==> src/logic/pin_remap_pkg.sv <==
package pin_remap_pkg;

  // Register byte offsets on the word-wide bus.
  localparam logic [4:0]  REMAP_OFFSET       = 5'h04;
  localparam logic [4:0]  IRQ_SEL_0_3_OFFSET = 5'h08;
  localparam logic [4:0]  IRQ_SEL_4_7_OFFSET = 5'h0C;
  localparam logic [4:0]  IRQ_SEL_8_11_OFFSET = 5'h10;

  // Reset values.
  localparam logic [31:0] REMAP_RESET        = 32'h00000000;
  localparam logic [15:0] IRQ_SEL_RESET      = 16'h0000;

  // Stored, readable bits of the remap register; everything else reads zero.
  localparam logic [31:0] REMAP_RW_MASK      = 32'h00009FFF;

  // Field positions in the remap register.
  localparam int DEBUG_CFG_LSB    = 24;
  localparam int DEBUG_CFG_MSB    = 26;
  localparam int OSC_REMAP_BIT    = 15;
  localparam int TIMER4_BIT       = 12;
  localparam int TIMER3_LSB       = 10;
  localparam int TIMER2_LSB       = 8;
  localparam int TIMER1_LSB       = 6;
  localparam int SERIAL3_LSB      = 4;
  localparam int SERIAL2_BIT      = 3;
  localparam int SERIAL1_BIT      = 2;
  localparam int TWO_WIRE1_BIT    = 1;
  localparam int SPI1_BIT         = 0;

  // Interrupt source selector layout.
  localparam int IRQ_LINES        = 12;
  localparam int LINES_PER_REG    = 4;
  localparam int SEL_WIDTH        = 4;
  localparam int SEL_FIELD_BITS   = 16;

  // Debug port configuration codes.
  localparam logic [2:0] DEBUG_FULL        = 3'h0;
  localparam logic [2:0] DEBUG_NO_TRST     = 3'h1;
  localparam logic [2:0] DEBUG_SWD_ONLY    = 3'h2;
  localparam logic [2:0] DEBUG_OFF         = 3'h4;

  // Two-bit map codes shared by the timer 1 to 3 and serial 3 fields.
  localparam logic [1:0] MAP_DEFAULT      = 2'h0;
  localparam logic [1:0] MAP_PARTIAL_LOW  = 2'h1;
  localparam logic [1:0] MAP_PARTIAL_HIGH = 2'h2;
  localparam logic [1:0] MAP_FULL         = 2'h3;

  // Port indices for selector codes 0000 to 0110.
  localparam int NUM_PORTS = 7;
  localparam int PORT_A = 0;
  localparam int PORT_B = 1;
  localparam int PORT_C = 2;
  localparam int PORT_D = 3;
  localparam int PORT_E = 4;
  localparam int PINS_PER_PORT = 16;

endpackage

==> src/logic/pin_remap.sv <==
// Register access over Avalon-MM was decided locally.
`timescale 1ns/10ps
module pin_remap
  import pin_remap_pkg::*;
(
  input  wire logic        mclk_i,                 // Bus clock, 20 MHz.
  input  wire logic        rstn_i,                 // Asynchronous reset, active low.
  input  wire logic [4:0]  avs_address_i,          // Byte address.
  input  wire logic        avs_read_i,             // Read request.
  input  wire logic        avs_write_i,            // Write request.
  input  wire logic [31:0] avs_writedata_i,        // Write data.
  input  wire logic [3:0]  avs_byteenable_i,       // Byte lanes.
  output logic      [31:0] avs_readdata_o,         // Read data.
  output logic             avs_waitrequest_o,      // Stall while high.
  input  wire logic [15:0] port_a_pins_i,          // Port A pin levels.
  input  wire logic [15:0] port_b_pins_i,          // Port B pin levels.
  input  wire logic [15:0] port_c_pins_i,          // Port C pin levels.
  input  wire logic [15:0] port_d_pins_i,          // Port D pin levels.
  input  wire logic [15:0] port_e_pins_i,          // Port E pin levels.
  input  wire logic [15:0] port_f_pins_i,          // Port F pin levels.
  input  wire logic [15:0] port_g_pins_i,          // Port G pin levels.
  output logic [pin_remap_pkg::IRQ_LINES-1:0] ext_irq_line_source_o, // Level per line.
  output logic             debug_jtag_en_o,        // JTAG debug port enabled.
  output logic             debug_swd_en_o,         // Two-wire debug port enabled.
  output logic             debug_test_reset_pin_en_o, // Test-reset pin owned by debug.
  output logic             port_d_low_pins_to_osc_o, // D0/D1 on oscillator pins.
  output logic             timer4_pin_swap_o,      // Timer 4 channels on D12-D15.
  output logic [1:0]       timer3_pin_swap_o,      // Timer 3 map code.
  output logic [1:0]       timer2_pin_swap_o,      // Timer 2 map code.
  output logic [1:0]       timer1_pin_swap_o,      // Timer 1 map code.
  output logic [1:0]       serial3_pin_swap_o,     // Serial 3 map code.
  output logic             serial2_pin_swap_o,     // Serial 2 on port D.
  output logic             serial1_pin_swap_o,     // Serial 1 on B6/B7.
  output logic             two_wire1_pin_swap_o,   // Two-wire 1 on B8/B9.
  output logic             spi_port1_pin_swap_o,   // SPI 1 on A15/B3-B5.
  output logic             timer34_external_trigger_input_o, // Timer 3/4 trigger level.
  output logic             timer2_external_trigger_input_o,  // Timer 2 trigger level.
  output logic             timer1_external_trigger_input_o,  // Timer 1 trigger level.
  output logic             timer1_break_input_o,   // Timer 1 break level.
  output logic             serial1_rx_o,           // Serial 1 receive level.
  output logic             serial2_rx_o,           // Serial 2 receive level.
  output logic             serial3_rx_o,           // Serial 3 receive level.
  output logic             spi_port1_miso_o        // SPI 1 master-in level.
);

  import pin_remap_pkg::*;

  typedef logic [NUM_PORTS-1:0][PINS_PER_PORT-1:0] pin_array_t;

  // Pin synchronisers: the first stage feeds only the second.
  pin_array_t raw_pins;
  pin_array_t sync1;
  pin_array_t sync2;
  pin_array_t sync3;
  pin_array_t pins;

  assign raw_pins = {port_g_pins_i, port_f_pins_i, port_e_pins_i, port_d_pins_i,
                     port_c_pins_i, port_b_pins_i, port_a_pins_i};

  // A level is accepted only once the second and third stages agree, which
  // filters a single-cycle disagreement at the cost of one more cycle of delay.
  wire pin_array_t agree_pins = ~(sync2 ^ sync3);
  wire pin_array_t next_pins  = (agree_pins & sync3) | (~agree_pins & pins);

  always_ff @(posedge mclk_i or negedge rstn_i)
  begin
    if (!rstn_i)
    begin
      sync1 <= '0;
      sync2 <= '0;
      sync3 <= '0;
      pins  <= '0;
    end
    else
    begin
      sync1 <= raw_pins;
      sync2 <= sync1;
      sync3 <= sync2;
      pins  <= next_pins;
    end
  end

  function automatic logic pin_at(input pin_array_t arr, input int port, input int idx);
    pin_at = arr[port][idx];
  endfunction

  // Bus slave with one wait state on every access.
  logic        ack;
  logic [31:0] remap;
  logic [2:0]  debug_cfg;
  logic [IRQ_LINES*SEL_WIDTH-1:0] irq_sel;

  wire logic req        = avs_read_i | avs_write_i;
  wire logic full_word  = (avs_byteenable_i == 4'hF);
  wire logic hit_remap  = (avs_address_i == REMAP_OFFSET);
  wire logic hit_sel0   = (avs_address_i == IRQ_SEL_0_3_OFFSET);
  wire logic hit_sel1   = (avs_address_i == IRQ_SEL_4_7_OFFSET);
  wire logic hit_sel2   = (avs_address_i == IRQ_SEL_8_11_OFFSET);
  // Partial-word writes are dropped; software only issues whole words.
  wire logic wr_take    = avs_write_i & ~ack & full_word;
  wire logic [2:0] wr_debug = avs_writedata_i[DEBUG_CFG_MSB:DEBUG_CFG_LSB];
  wire logic debug_code_ok = (wr_debug == DEBUG_FULL) || (wr_debug == DEBUG_NO_TRST) ||
                             (wr_debug == DEBUG_SWD_ONLY) || (wr_debug == DEBUG_OFF);
  wire logic [31:0] next_remap = (avs_writedata_i & REMAP_RW_MASK) |
                                 (remap & ~REMAP_RW_MASK);

  assign avs_waitrequest_o = req & ~ack;

  // Debug configuration reads back as zero; its stored value shows only on the debug enable outputs.
  wire logic [31:0] rd_mux =
    hit_remap ? (remap & REMAP_RW_MASK) :
    hit_sel0  ? {16'h0000, irq_sel[0*SEL_FIELD_BITS +: SEL_FIELD_BITS]} :
    hit_sel1  ? {16'h0000, irq_sel[1*SEL_FIELD_BITS +: SEL_FIELD_BITS]} :
    hit_sel2  ? {16'h0000, irq_sel[2*SEL_FIELD_BITS +: SEL_FIELD_BITS]} :
    32'h00000000;

  always_ff @(posedge mclk_i or negedge rstn_i)
  begin
    if (!rstn_i)
    begin
      ack            <= 1'b0;
      avs_readdata_o <= 32'h00000000;
    end
    else
    begin
      ack <= req & ~ack;
      if (avs_read_i && !ack)
      begin
        avs_readdata_o <= rd_mux;
      end
    end
  end

  always_ff @(posedge mclk_i or negedge rstn_i)
  begin
    if (!rstn_i)
    begin
      remap     <= REMAP_RESET & REMAP_RW_MASK;
      debug_cfg <= DEBUG_FULL;
    end
    else if (wr_take && hit_remap)
    begin
      remap <= next_remap;
      if (debug_code_ok)
      begin
        debug_cfg <= wr_debug;
      end
    end
  end

  genvar g;
  generate
    for (g = 0; g < IRQ_LINES / LINES_PER_REG; g++)
    begin : g_sel_reg
      wire logic hit = (g == 0) ? hit_sel0 : (g == 1) ? hit_sel1 : hit_sel2;
      always_ff @(posedge mclk_i or negedge rstn_i)
      begin
        if (!rstn_i)
        begin
          irq_sel[g*SEL_FIELD_BITS +: SEL_FIELD_BITS] <= IRQ_SEL_RESET;
        end
        else if (wr_take && hit)
        begin
          irq_sel[g*SEL_FIELD_BITS +: SEL_FIELD_BITS] <=
            avs_writedata_i[SEL_FIELD_BITS-1:0];
        end
      end
    end
  endgenerate

  // Interrupt line sources; selector codes beyond port G give a low level.
  generate
    for (g = 0; g < IRQ_LINES; g++)
    begin : g_irq
      wire logic [SEL_WIDTH-1:0] sel = irq_sel[g*SEL_WIDTH +: SEL_WIDTH];
      wire logic src = (sel < SEL_WIDTH'(NUM_PORTS)) ?
                       pins[sel[2:0]][g] : 1'b0;
      always_ff @(posedge mclk_i or negedge rstn_i)
      begin
        if (!rstn_i)
        begin
          ext_irq_line_source_o[g] <= 1'b0;
        end
        else
        begin
          ext_irq_line_source_o[g] <= src;
        end
      end
    end
  endgenerate

  // Remap fields; unused codes are passed through and treated as default below.
  assign port_d_low_pins_to_osc_o = remap[OSC_REMAP_BIT];
  assign timer4_pin_swap_o    = remap[TIMER4_BIT];
  assign timer3_pin_swap_o    = remap[TIMER3_LSB +: 2];
  assign timer2_pin_swap_o    = remap[TIMER2_LSB +: 2];
  assign timer1_pin_swap_o    = remap[TIMER1_LSB +: 2];
  assign serial3_pin_swap_o   = remap[SERIAL3_LSB +: 2];
  assign serial2_pin_swap_o   = remap[SERIAL2_BIT];
  assign serial1_pin_swap_o   = remap[SERIAL1_BIT];
  assign two_wire1_pin_swap_o = remap[TWO_WIRE1_BIT];
  assign spi_port1_pin_swap_o = remap[SPI1_BIT];

  // Debug port enables follow the accepted configuration code.
  wire logic next_jtag_en = (debug_cfg == DEBUG_FULL) || (debug_cfg == DEBUG_NO_TRST);
  wire logic next_swd_en  = (debug_cfg != DEBUG_OFF);
  wire logic next_trst_en = (debug_cfg == DEBUG_FULL);

  // Input-direction alternate functions gathered from the selected pin.
  wire logic next_t34_trig = pin_at(pins, PORT_E, 0);
  wire logic next_t2_trig  = remap[TIMER2_LSB] ? pin_at(pins, PORT_A, 15)
                                               : pin_at(pins, PORT_A, 0);
  wire logic t1_full       = (remap[TIMER1_LSB +: 2] == MAP_FULL);
  wire logic t1_partial    = (remap[TIMER1_LSB +: 2] == MAP_PARTIAL_LOW);
  wire logic next_t1_trig  = t1_full ? pin_at(pins, PORT_E, 7)
                                     : pin_at(pins, PORT_A, 12);
  wire logic next_t1_brk   = t1_full    ? pin_at(pins, PORT_E, 15) :
                             t1_partial ? pin_at(pins, PORT_A, 6)  :
                                          pin_at(pins, PORT_B, 12);
  wire logic next_s1_rx    = remap[SERIAL1_BIT] ? pin_at(pins, PORT_B, 7)
                                                : pin_at(pins, PORT_A, 10);
  wire logic next_s2_rx    = remap[SERIAL2_BIT] ? pin_at(pins, PORT_D, 6)
                                                : pin_at(pins, PORT_A, 3);
  wire logic [1:0] s3_map  = remap[SERIAL3_LSB +: 2];
  wire logic next_s3_rx    = (s3_map == MAP_FULL)        ? pin_at(pins, PORT_D, 9)  :
                             (s3_map == MAP_PARTIAL_LOW) ? pin_at(pins, PORT_C, 11) :
                                                           pin_at(pins, PORT_B, 11);
  wire logic next_miso     = remap[SPI1_BIT] ? pin_at(pins, PORT_B, 4)
                                             : pin_at(pins, PORT_A, 6);

  always_ff @(posedge mclk_i or negedge rstn_i)
  begin
    if (!rstn_i)
    begin
      debug_jtag_en_o                  <= 1'b1;
      debug_swd_en_o                   <= 1'b1;
      debug_test_reset_pin_en_o        <= 1'b1;
      timer34_external_trigger_input_o <= 1'b0;
      timer2_external_trigger_input_o  <= 1'b0;
      timer1_external_trigger_input_o  <= 1'b0;
      timer1_break_input_o             <= 1'b0;
      serial1_rx_o                     <= 1'b0;
      serial2_rx_o                     <= 1'b0;
      serial3_rx_o                     <= 1'b0;
      spi_port1_miso_o                 <= 1'b0;
    end
    else
    begin
      debug_jtag_en_o                  <= next_jtag_en;
      debug_swd_en_o                   <= next_swd_en;
      debug_test_reset_pin_en_o        <= next_trst_en;
      timer34_external_trigger_input_o <= next_t34_trig;
      timer2_external_trigger_input_o  <= next_t2_trig;
      timer1_external_trigger_input_o  <= next_t1_trig;
      timer1_break_input_o             <= next_t1_brk;
      serial1_rx_o                     <= next_s1_rx;
      serial2_rx_o                     <= next_s2_rx;
      serial3_rx_o                     <= next_s3_rx;
      spi_port1_miso_o                 <= next_miso;
    end
  end

endmodule // pin_remap

==> config.mk <==
export PLATFORM = sky130hd
export DESIGN_NAME = pin_remap
export DESIGN_NICKNAME = d
export VERILOG_FILES = /design/src/logic/pin_remap_pkg.sv /design/src/logic/pin_remap.sv
export SDC_FILE = /design/constraint.sdc
export NUM_CORES = 1
export LEC_CHECK = 0
export BUFFER_PORTS_ARGS = -buffer_cell sky130_fd_sc_hd__buf_2
export CAP_MARGIN = 20
export CORE_MARGIN = 8
export CORE_UTILIZATION = 35
export CTS_CLUSTER_SIZE = 14
export DETAILED_ROUTE_END_ITERATION = 7
export PLACE_DENSITY = 0.59
export SLEW_MARGIN = 20
export SYNTH_ARGS = -nofsm -noshare
export SYNTH_HDL_FRONTEND = slang
export SYNTH_SLANG_ARGS = --single-unit
==> constraint.sdc <==
create_clock -name mclk_i -period 2.5 [get_ports mclk_i]
set_input_delay 0.5 -clock mclk_i [delete_from_list [all_inputs] [get_ports mclk_i]]
set_output_delay 0.5 -clock mclk_i [all_outputs]
set_load 0.01 [all_outputs]
==> qor.txt, run 1 <==
Clock Latency Late Sink - 0.57 ns
Post-synth EDFFs - 0
Clock buffer depth - 3
Top cell type's share of synthesized area - 75.5%
Num CTS Buffers - 49
Final ANT Viol Nets - 0
Filler Cell Count - 3791
TritonCTS Sinks - 457
Cts hold-fix bufs - 47
Initial Util - 35.1%
CP Max Fanout - 12
Total Power - 16.6 mW
Worst setup EP type - flip-flop
Fmax - 517 MHz
Die width - 223 um
Wl on met1 - 14100 um
Top cells by area, synth - dfrtp_1 76%, maj3_1 5.9%, mux2_2 3.7%
Die Y - 223 um
WP buf/inv - 1
Sequential share of the synthesized area - 76.1%
Final core utilization - 44.3%
Slowest cell on crit path - dfrtp_1
Nets - 1316
Crit path DAT - 2.38 ns
Syn avg cell area - 17.1 um2
Area leader, netlist - dfrtp_1
Placed cell areas - 0.0167 mm2
CP cell instances - nand4b_4 -> or2_1 -> nor2_2 -> buf_12 -> mux2_2
RSZ-0062 raised after global routing - no
Final Max Tran Viols - 0
Met2 WL - 15300 um
Setup TNS - 0 ns
Layout area overhead - 25.9%
Peak per-stage delay on the critical path - 0.38 ns
Hpwl dp - 23100 um
Worst Skew - 0.0212 ns
Startpoint Class - flip-flop
Resize count post-CTS - 0
Initial antenna violation count - 8
Fin crit period - 1.93 ns
Total grt overflow - 0
Pwr dens - 876 mW/mm2
Crit-path leading delay family - simple AND/OR/NAND/NOR gates
Main synth FF type - dfrtp_1
Share of post-route cells with drive strength above 1 - 31.2%
Peak supply drop - 543 uV
Final Wtd Congestion - 0.784
Most frequent cell after synthesis - dfrtp_1
IO Count - 227
Avg WL per Cell - 18.7 um
Max Used Layer - met5
Worst min-delay path class - primary input to flip-flop
Hold WS - 0.0413 ns
Rows - 76
Syn. warnings - 0
First-pass GRT wire length - 52100 um
Final Hold Vio Count - 0
Count of cell types in the netlist - 42
Met3 routed WL - 2590 um
Post-route cell area - 0.0189 mm2
Non-Filler Instances - 1744
CTS tree - yes
Async set-reset flop share out of synthesis - 100%
Core area - 0.0428 mm2
H-tree Lvls - 2
First drt pass iteration count - 4
Synth top cells by count - 454 x dfrtp_1, 88 x maj3_1, 49 x mux2_2, 35 x a21oi_1
Max transition margin - 41.4%
Least-Margin Pin Slew - 0.880 ns
Largest net degree at the start of global routing - 70
Drt via density - 4.60
# setup viols final - 0
Crit Path Class - flip-flop to flip-flop
Mapped cell area - 0.0150 mm2
Mapped Cells - 878
Leak pwr - 8.57 nW
Placed cells - 1607
Clock transition at path regs - 0.06 ns
WL final - 32700 um
Number of synthesized register bits - 457
Req. time, crit path - 2.94 ns
Root Driver - clkbuf_16
Maximum capacitance violations - 0
Vias - 8028
DRT iter0 DRCs - 430
Area of the die - 0.0499 mm2
Post-CTS Setup Bufs - 0
Vias in the first global route - 8840
Final setup margin - 0.566 ns
Worst slack at placement - 0.332 ns
# port buffers - 173
Final period util - 77.4%
Outcome - completed
Post-route DRC violation count - 0
GRT Util Overall - 13.5%
-- power by group --
group / switching (mW) / internal, mW / total (mW)
clock network: 2.89 / 4.75 / 7.64
logic: 0.462 / 0.414 / 0.876
registers: 0.239 / 7.84 / 8.08
-- worst register-to-register path, cell delays in order (launching register included) --
cell,delay (ns)
dfrtp_1,0.38
nand4b_4,0.23
or2_1,0.32
nor2_2,0.34
buf_12,0.20
mux2_2,0.34
-- final cells by class --
| cell class | instances | area (um2) | share of cell area (%) |
|---|---|---|---|
| repair buffers | 255 | 1680 | 8.89 |
| inverters | 1 | 3.75 | 0.0198 |
| clock buffers | 63 | 1390 | 7.35 |
| flip-flops and latches | 457 | 11400 | 60.4 |
| multi-input cells | 395 | 3380 | 17.9 |
| clock inverters | 24 | 348 | 1.84 |
| well taps | 546 | 683 | 3.61 |
| diodes | 3 | 7.51 | 0.0396 |
-- metal layers --
layer	vias to the layer above	GRT usage (%)
met4	6	3.72
met1	4116	17.6
met3	58	4.99
met2	205	21.0
met5	-	0
li1	3643	-
-- worst paths after layout --
path / from / to / slack [ns] / cells past startpoint
setup / recovery: ack$_DFF_PN0_ / g_irq[10].sel[0]$_DFFE_PN0P_ / 0.57 / 5
hold / removal: port_c_pins_i[0] / sync1[32]$_DFF_PN0_ / 0.04 / 1
setup reg to reg: ack$_DFF_PN0_ / g_irq[10].sel[0]$_DFFE_PN0P_ / 0.57 / 5
hold reg to reg: sync1[5]$_DFF_PN0_ / sync2[5]$_DFF_PN0_ / 0.33 / 0
max in group asynchronous: rstn_i / sync2[99]$_DFF_PN0_ / 1.25 / 3
min in group asynchronous: rstn_i / sync2[84]$_DFF_PN0_ / 0.50 / 2
-- placed cells by master (no fill, tap or decap), types with 10 or more instances in the layout --
master,Yosys,layout
o21ai_0,30,30
mux4_2,12,12
o211ai_1,14,14
mux2i_1,14,14
buf_4,18,29
nand3b_1,12,12
nor2_1,30,30
clkbuf_16,0,51
a21oi_1,35,35
conb_1,1,16
maj3_1,88,88
mux2_2,49,49
dlygate4sd3_1,0,47
dfrtp_1,454,454
mux2_4,10,10
buf_2,4,172
-- logic make-up (layout without fill, tap and decap cells) --
group	Yosys count	count (layout)	share of synthesized area [%]
mux	93	93	7.99
buf+inv	41	343	1.81
simple gates	80	80	3.19
fa+ha+maj	88	88	5.86
flops	457	457	76.1
compound gates	118	118	5.07
other cells	1	19	0.0249
Power figures use the tool's default switching activity.
==> inputs of run 2 (changes only) <==
==> constraint.sdc (replaced) <==
create_clock -name mclk_i -period 1.98 [get_ports mclk_i]
set_input_delay 0.396 -clock mclk_i [delete_from_list [all_inputs] [get_ports mclk_i]]
set_output_delay 0.396 -clock mclk_i [all_outputs]
set_load 0.01 [all_outputs]
==> qor.txt, run 2 (synthesis gave the netlist of run 1 again) <==
Outcome - completed
# setup viols final - 0
Final core utilization - 45.4%
Vias in the first global route - 9178
# port buffers - 173
Area of the multi-input gates - 0.00338 mm2
Filler Cell Count - 3736
FF-to-FF setup slack - 0.15 ns
Req. time, crit path - 2.42 ns
Die Y - 223 um
Post-route DRC violation count - 0
Worst setup EP type - flip-flop
TritonCTS Sinks - 457
Core area - 0.0428 mm2
Crit path DAT - 2.27 ns
Final period util - 92.7%
Fin crit period - 1.83 ns
CTS tree - yes
Peak supply drop - 610 uV
Hpwl dp - 23400 um
Die width - 223 um
Fmax - 545 MHz
Worst Skew - 0.0226 ns
Layout area overhead - 29.3%
Setup TNS - 0 ns
Num CTS Buffers - 48
RSZ-0062 raised after global routing - no
H-tree Lvls - 2
Avg WL per Cell - 18.6 um
Drt via density - 4.58
Rows - 76
Clock transition at path regs - 0.06 ns
Post-CTS Setup Bufs - 0
Commonest non-fill, non-tap cell in the layout - dfrtp_1
Final Max Tran Viols - 0
Final ANT Viol Nets - 0
Vias - 8226
CP Max Fanout - 8
IO Count - 227
Leak pwr - 8.80 nW
Final Wtd Congestion - 0.817
Maximum capacitance violations - 0
Nets - 1370
Area of the die - 0.0499 mm2
WL final - 33500 um
Most frequent cells in the layout - 454 x dfrtp_1, 172 x buf_2, 89 x dlygate4sd3_1, 88 x maj3_1, 49 x mux2_2
Total grt overflow - 0
Register area - 0.0114 mm2
Largest net degree at the start of global routing - 74
Worst min-delay path class - primary input to flip-flop
Initial Util - 35.1%
Startpoint Class - flip-flop
First-pass GRT wire length - 53700 um
Root Driver - clkbuf_16
GRT Util Overall - 13.9%
Total Power - 20.8 mW
Clock buffer depth - 3
Final Hold Vio Count - 0
DRT iter0 DRCs - 523
Initial antenna violation count - 7
Pwr dens - 1070 mW/mm2
Crit Path Class - flip-flop to flip-flop
First drt pass iteration count - 4
Clock Latency Late Sink - 0.57 ns
Share of post-route cells with drive strength above 1 - 30.8%
## run 2: cell types whose count changed in the layout (fill, tap and decap cells not counted), sizes merged
cell,change
clkinvlp,-3
bufinv,-2
diode,+1
dlygate4sd3,+42
inv,+1
clkinv,-2
buf,+13
clkbuf,+4
## run 2: repair_timing
action	CTS	global route
hold endpoints to repair	116	0
gates resized for setup	0	0
hold buffers	89	0
## run 2: worst paths after layout
path                                                     to  cells after the start           startpoint
max in group asynchronous        asynchronous set/reset pin                      4               rstn_i
worst min register to register          sync2[50]$_DFF_PN0_                      0  sync1[50]$_DFF_PN0_
min in group asynchronous        asynchronous set/reset pin                      2               rstn_i
worst max-delay path            g_irq[3].sel[1]$_DFFE_PN0P_                      5        ack$_DFF_PN0_
worst max register to register  g_irq[3].sel[1]$_DFFE_PN0P_                      5        ack$_DFF_PN0_
worst min-delay path            g_irq[3].sel[0]$_DFFE_PN0P_                      2  avs_writedata_i[12]
## run 2: worst max-delay path: stages (launching register included)
cell and delay (ns):
dfrtp_1 0.38, nand4b_4 0.22, or2_1 0.31, nor3_4 0.23
buf_4 0.22, mux2_2 0.35
## run 2: final cells by class
class                      instances  area share [%]
clock buffer                      67            7.26
antenna                            4          0.0515
multi-input combinational        395            17.4
sequential                       457            58.8
clock inverter                    18            1.40
inverter                           1          0.0193
tap                              546            3.51
timing repair buffer             310            11.5
## run 2: per-layer routing
layer  global-route usage [%]  up-vias  part of all wire (%)
li1                         -     3759                     -
met1                     18.3     4206                    44
met2                     21.5      195                    46
met3                     4.25       60                   7.1
met4                     4.95        6                   2.7
met5                        0        -                  0.12
## run 2: per-stage QoR
step | area, um2 | hold WS, ns | worst slack, ns | cells
after global routing | 19400 | 0.0841 | 0.0448 | 1796
after CTS | 19400 | 0.0550 | 0.108 | 1794
after detailed placement | 16900 | 0.306 | 0.0220 | 1620
final | 19400 | 0.0967 | 0.145 | 1798
after floorplan | 15100 | 0.100 | 0.166 | 893
after global placement | 16900 | 0.303 | 0.0499 | 1620
## run 2: power by group
group          total, mW  internal [mW]  leakage, nW  switching (mW)
Clock               9.36           5.76        0.828            3.60
Sequential          10.2           9.89         5.49           0.303
Combinational       1.20          0.598         2.48           0.603
Total               20.8           16.3         8.80            4.50
==> inputs of run 3 (changes only) <==
--- a/config.mk
+++ b/config.mk
@@ -5,6 +5,7 @@
 export SDC_FILE = /design/constraint.sdc
 export NUM_CORES = 1
 export LEC_CHECK = 0
+export ABC_AREA = 1
 export BUFFER_PORTS_ARGS = -buffer_cell sky130_fd_sc_hd__buf_2
 export CAP_MARGIN = 20
 export CORE_MARGIN = 8
@@ -12,7 +13,7 @@
 export CTS_CLUSTER_SIZE = 14
 export DETAILED_ROUTE_END_ITERATION = 7
 export PLACE_DENSITY = 0.59
-export SLEW_MARGIN = 20
+export SLEW_MARGIN = 40
 export SYNTH_ARGS = -nofsm -noshare
 export SYNTH_HDL_FRONTEND = slang
 export SYNTH_SLANG_ARGS = --single-unit
==> qor.txt, run 3 <==
Clock Latency Late Sink - 0.57 ns
Worst setup EP type - primary output
Switching share of power - 22.7%
Top cell type's share of synthesized area - 75.2%
Peak per-stage delay on the critical path - 0.41 ns
WP buf/inv - 1
Final Wtd Congestion - 0.794
Pwr dens - 1050 mW/mm2
Worst min-delay path class - primary input to flip-flop
Hold EP - remap[12]$_DFFE_PN0P_
Clock buffer depth - 3
Most frequent cells in the layout - 454 x dfrtp_1, 172 x buf_2, 135 x nand2_1, 109 x nor2_1, 89 x dlygate4sd3_1
# setup viols final - 0
Area leader, netlist - dfrtp_1
Worst Reg-to-Reg Cells - 6
First drt pass iteration count - 4
Fin crit period - 1.69 ns
Core area - 0.0428 mm2
Startpoint Class - flip-flop
R2r startpoint - ack$_DFF_PN0_
R2r endpoint - debug_cfg[0]$_DFFE_PN0P_
Worst Skew - 0.00970 ns
Area of the multi-input gates - 0.00320 mm2
Mapped Cells - 1132
Main synth FF type - dfrtp_1
Cell count of the worst hold path - 3
Hpwl dp - 23400 um
RSZ-0062 raised after global routing - no
Post-synth EDFFs - 0
Maximum capacitance violations - 0
Register area - 0.0114 mm2
Share of post-route cells with drive strength above 1 - 21.5%
Req. time, crit path - 1.58 ns
Count of cell types in the netlist - 28
Layout area overhead - 27.9%
CP cell instances - a21oi_1 -> buf_2
Post-route DRC violation count - 0
Final ANT Viol Nets - 0
Logic gate share of total power - 6.1%
Leak pwr - 8.84 nW
Worst slack at placement - 0.161 ns
Peak supply drop - 648 uV
Crit-path leading delay family - flip-flops
Async set-reset flop share out of synthesis - 100%
Vias in the first global route - 9661
Initial Util - 35.3%
Outcome - completed
Syn. warnings - 0
Root Driver - clkbuf_16
Most frequent cell after synthesis - dfrtp_1
Sequential share of the synthesized area - 75.7%
Non-Filler Instances - 2034
Placed cells - 1854
Die width - 224 um
WL final - 32900 um
Synth top cells by count - 454 x dfrtp_1, 135 x nand2_1, 110 x nor2_1, 88 x maj3_1, 79 x o21ai_0
Hold Startpoint - avs_writedata_i[12]
Final Hold Vio Count - 0
Die Y - 224 um
Final Max Tran Viols - 0
Fmax - 593 MHz
Avg WL per Cell - 16.2 um
TritonCTS Sinks - 457
DRT iter0 DRCs - 587
Num CTS Buffers - 48
Final setup margin - 0.294 ns
Crit path DAT - 1.29 ns
Commonest non-fill, non-tap cell in the layout - dfrtp_1
Rows - 76
# port buffers - 173
Sequential power share - 50.4%
Vias - 9073
Initial antenna violation count - 4
Final period util - 85.1%
CP Max Fanout - 5
CTS tree - yes
Syn avg cell area - 13.3 um2
Cts hold-fix bufs - 89
Clock power share - 43.5%
Drt via density - 4.46
Top cells by area, synth - dfrtp_1 75%, maj3_1 5.8%, nand2_1 3.4%
IO Count - 227
Resize count post-CTS - 0
Area of the die - 0.0501 mm2
NetSw - 4.61 mW
H-tree Lvls - 2
Total grt overflow - 0
Nets - 1604
Filler Cell Count - 3908
FF-to-FF setup slack - 0.36 ns
Post-CTS Setup Bufs - 0
Largest net degree at the start of global routing - 80
Clock transition at path regs - 0.06 ns
First-pass GRT wire length - 52800 um
Pint - 15.7 mW
Crit Path Class - flip-flop to primary output
GRT Util Overall - 13.4%
Mapped cell area - 0.0151 mm2
Setup TNS - 0 ns
Slowest cell on crit path - dfrtp_1
Number of synthesized register bits - 457
[run 3: cell count changes in the layout (fill, tap and decap cells not counted), sizes merged, moves of 42 or more]
cell / previous run / this run
o21ai: 30 / 104
nand3: 5 / 48
nor2: 31 / 116
nand4: 1 / 43
inv: 5 / 67
mux2: 67 / 0
nand2: 7 / 135
[run 3: layer usage]
metal | track usage (%) | share of wire [%]
met1 | 16.5 | 42
met2 | 22.4 | 49
met3 | 4.12 | 6.9
met4 | 4.16 | 2.4
met5 | 0 | 0.13
[run 3: tightest hold or removal path: cells and delay by family]
kind            cells  cell delay, ns
simple gates        1            0.04
buf+inv             1            0.09
compound gates      1            0.06
[run 3: per-stage QoR]
stage | utilization [%] | total power, mW | cell area [um2] | hold slack [ns]
after CTS | 45.1 | 20.7 | 19300 | 0.0163
after detailed placement | 39.3 | 11.6 | 16800 | 0.293
after global routing | 45.1 | 21.2 | 19300 | 0.0653
final | 45.1 | 20.3 | 19300 | 0.0573
after floorplan | - | 10.8 | 15200 | 0.100
after global placement | 39.3 | 11.5 | 16800 | 0.289
[run 3: power groups by stage]
stage,combinational (mW),clock [mW],sequential (mW)
after floorplan,0.472,0,10.4
after global placement,1.09,0,10.4
after detailed placement,1.12,0,10.4
after CTS,1.26,9.15,10.3
after global routing,1.39,9.54,10.3
final,1.23,8.86,10.3
[run 3: logic make-up (layout without fill, tap and decap cells)]
family / after synthesis / count (layout) / synth area share (%)
AOI/OAI and AO/OA: 122 / 122 / 4.38
adders and majority gates: 88 / 88 / 5.83
buffers and inverters: 107 / 446 / 3.43
DFF: 457 / 457 / 75.7
other: 1 / 18 / 0.0248
and+or+nand+nor: 357 / 357 / 10.6
[run 3: final cells by class]
cell class              count  area share, %
flip-flops and latches    457           59.2
multi-input cells         583           16.6
repair buffers            295           11.1
clock buffers              64           7.21
well taps                 546           3.54
inverters                  62           1.22
clock inverters            25           1.09
diodes                      2         0.0259
[run 3: worst max-delay path by stage]
| stage | startpoint | end | cells after the start |
|---|---|---|---|
| global route | ack$_DFF_PN0_ | avs_waitrequest_o | 2 |
| global placement | avs_address_i[3] | remap[3]$_DFFE_PN0P_ | 7 |
| finish | ack$_DFF_PN0_ | avs_waitrequest_o | 2 |
| detailed placement | avs_address_i[3] | g_irq[7].sel[1]$_DFFE_PN0P_ | 7 |
| floorplan | avs_address_i[4] | g_irq[3].sel[0]$_DFFE_PN0P_ | 8 |
| CTS | ack$_DFF_PN0_ | avs_waitrequest_o | 2 |
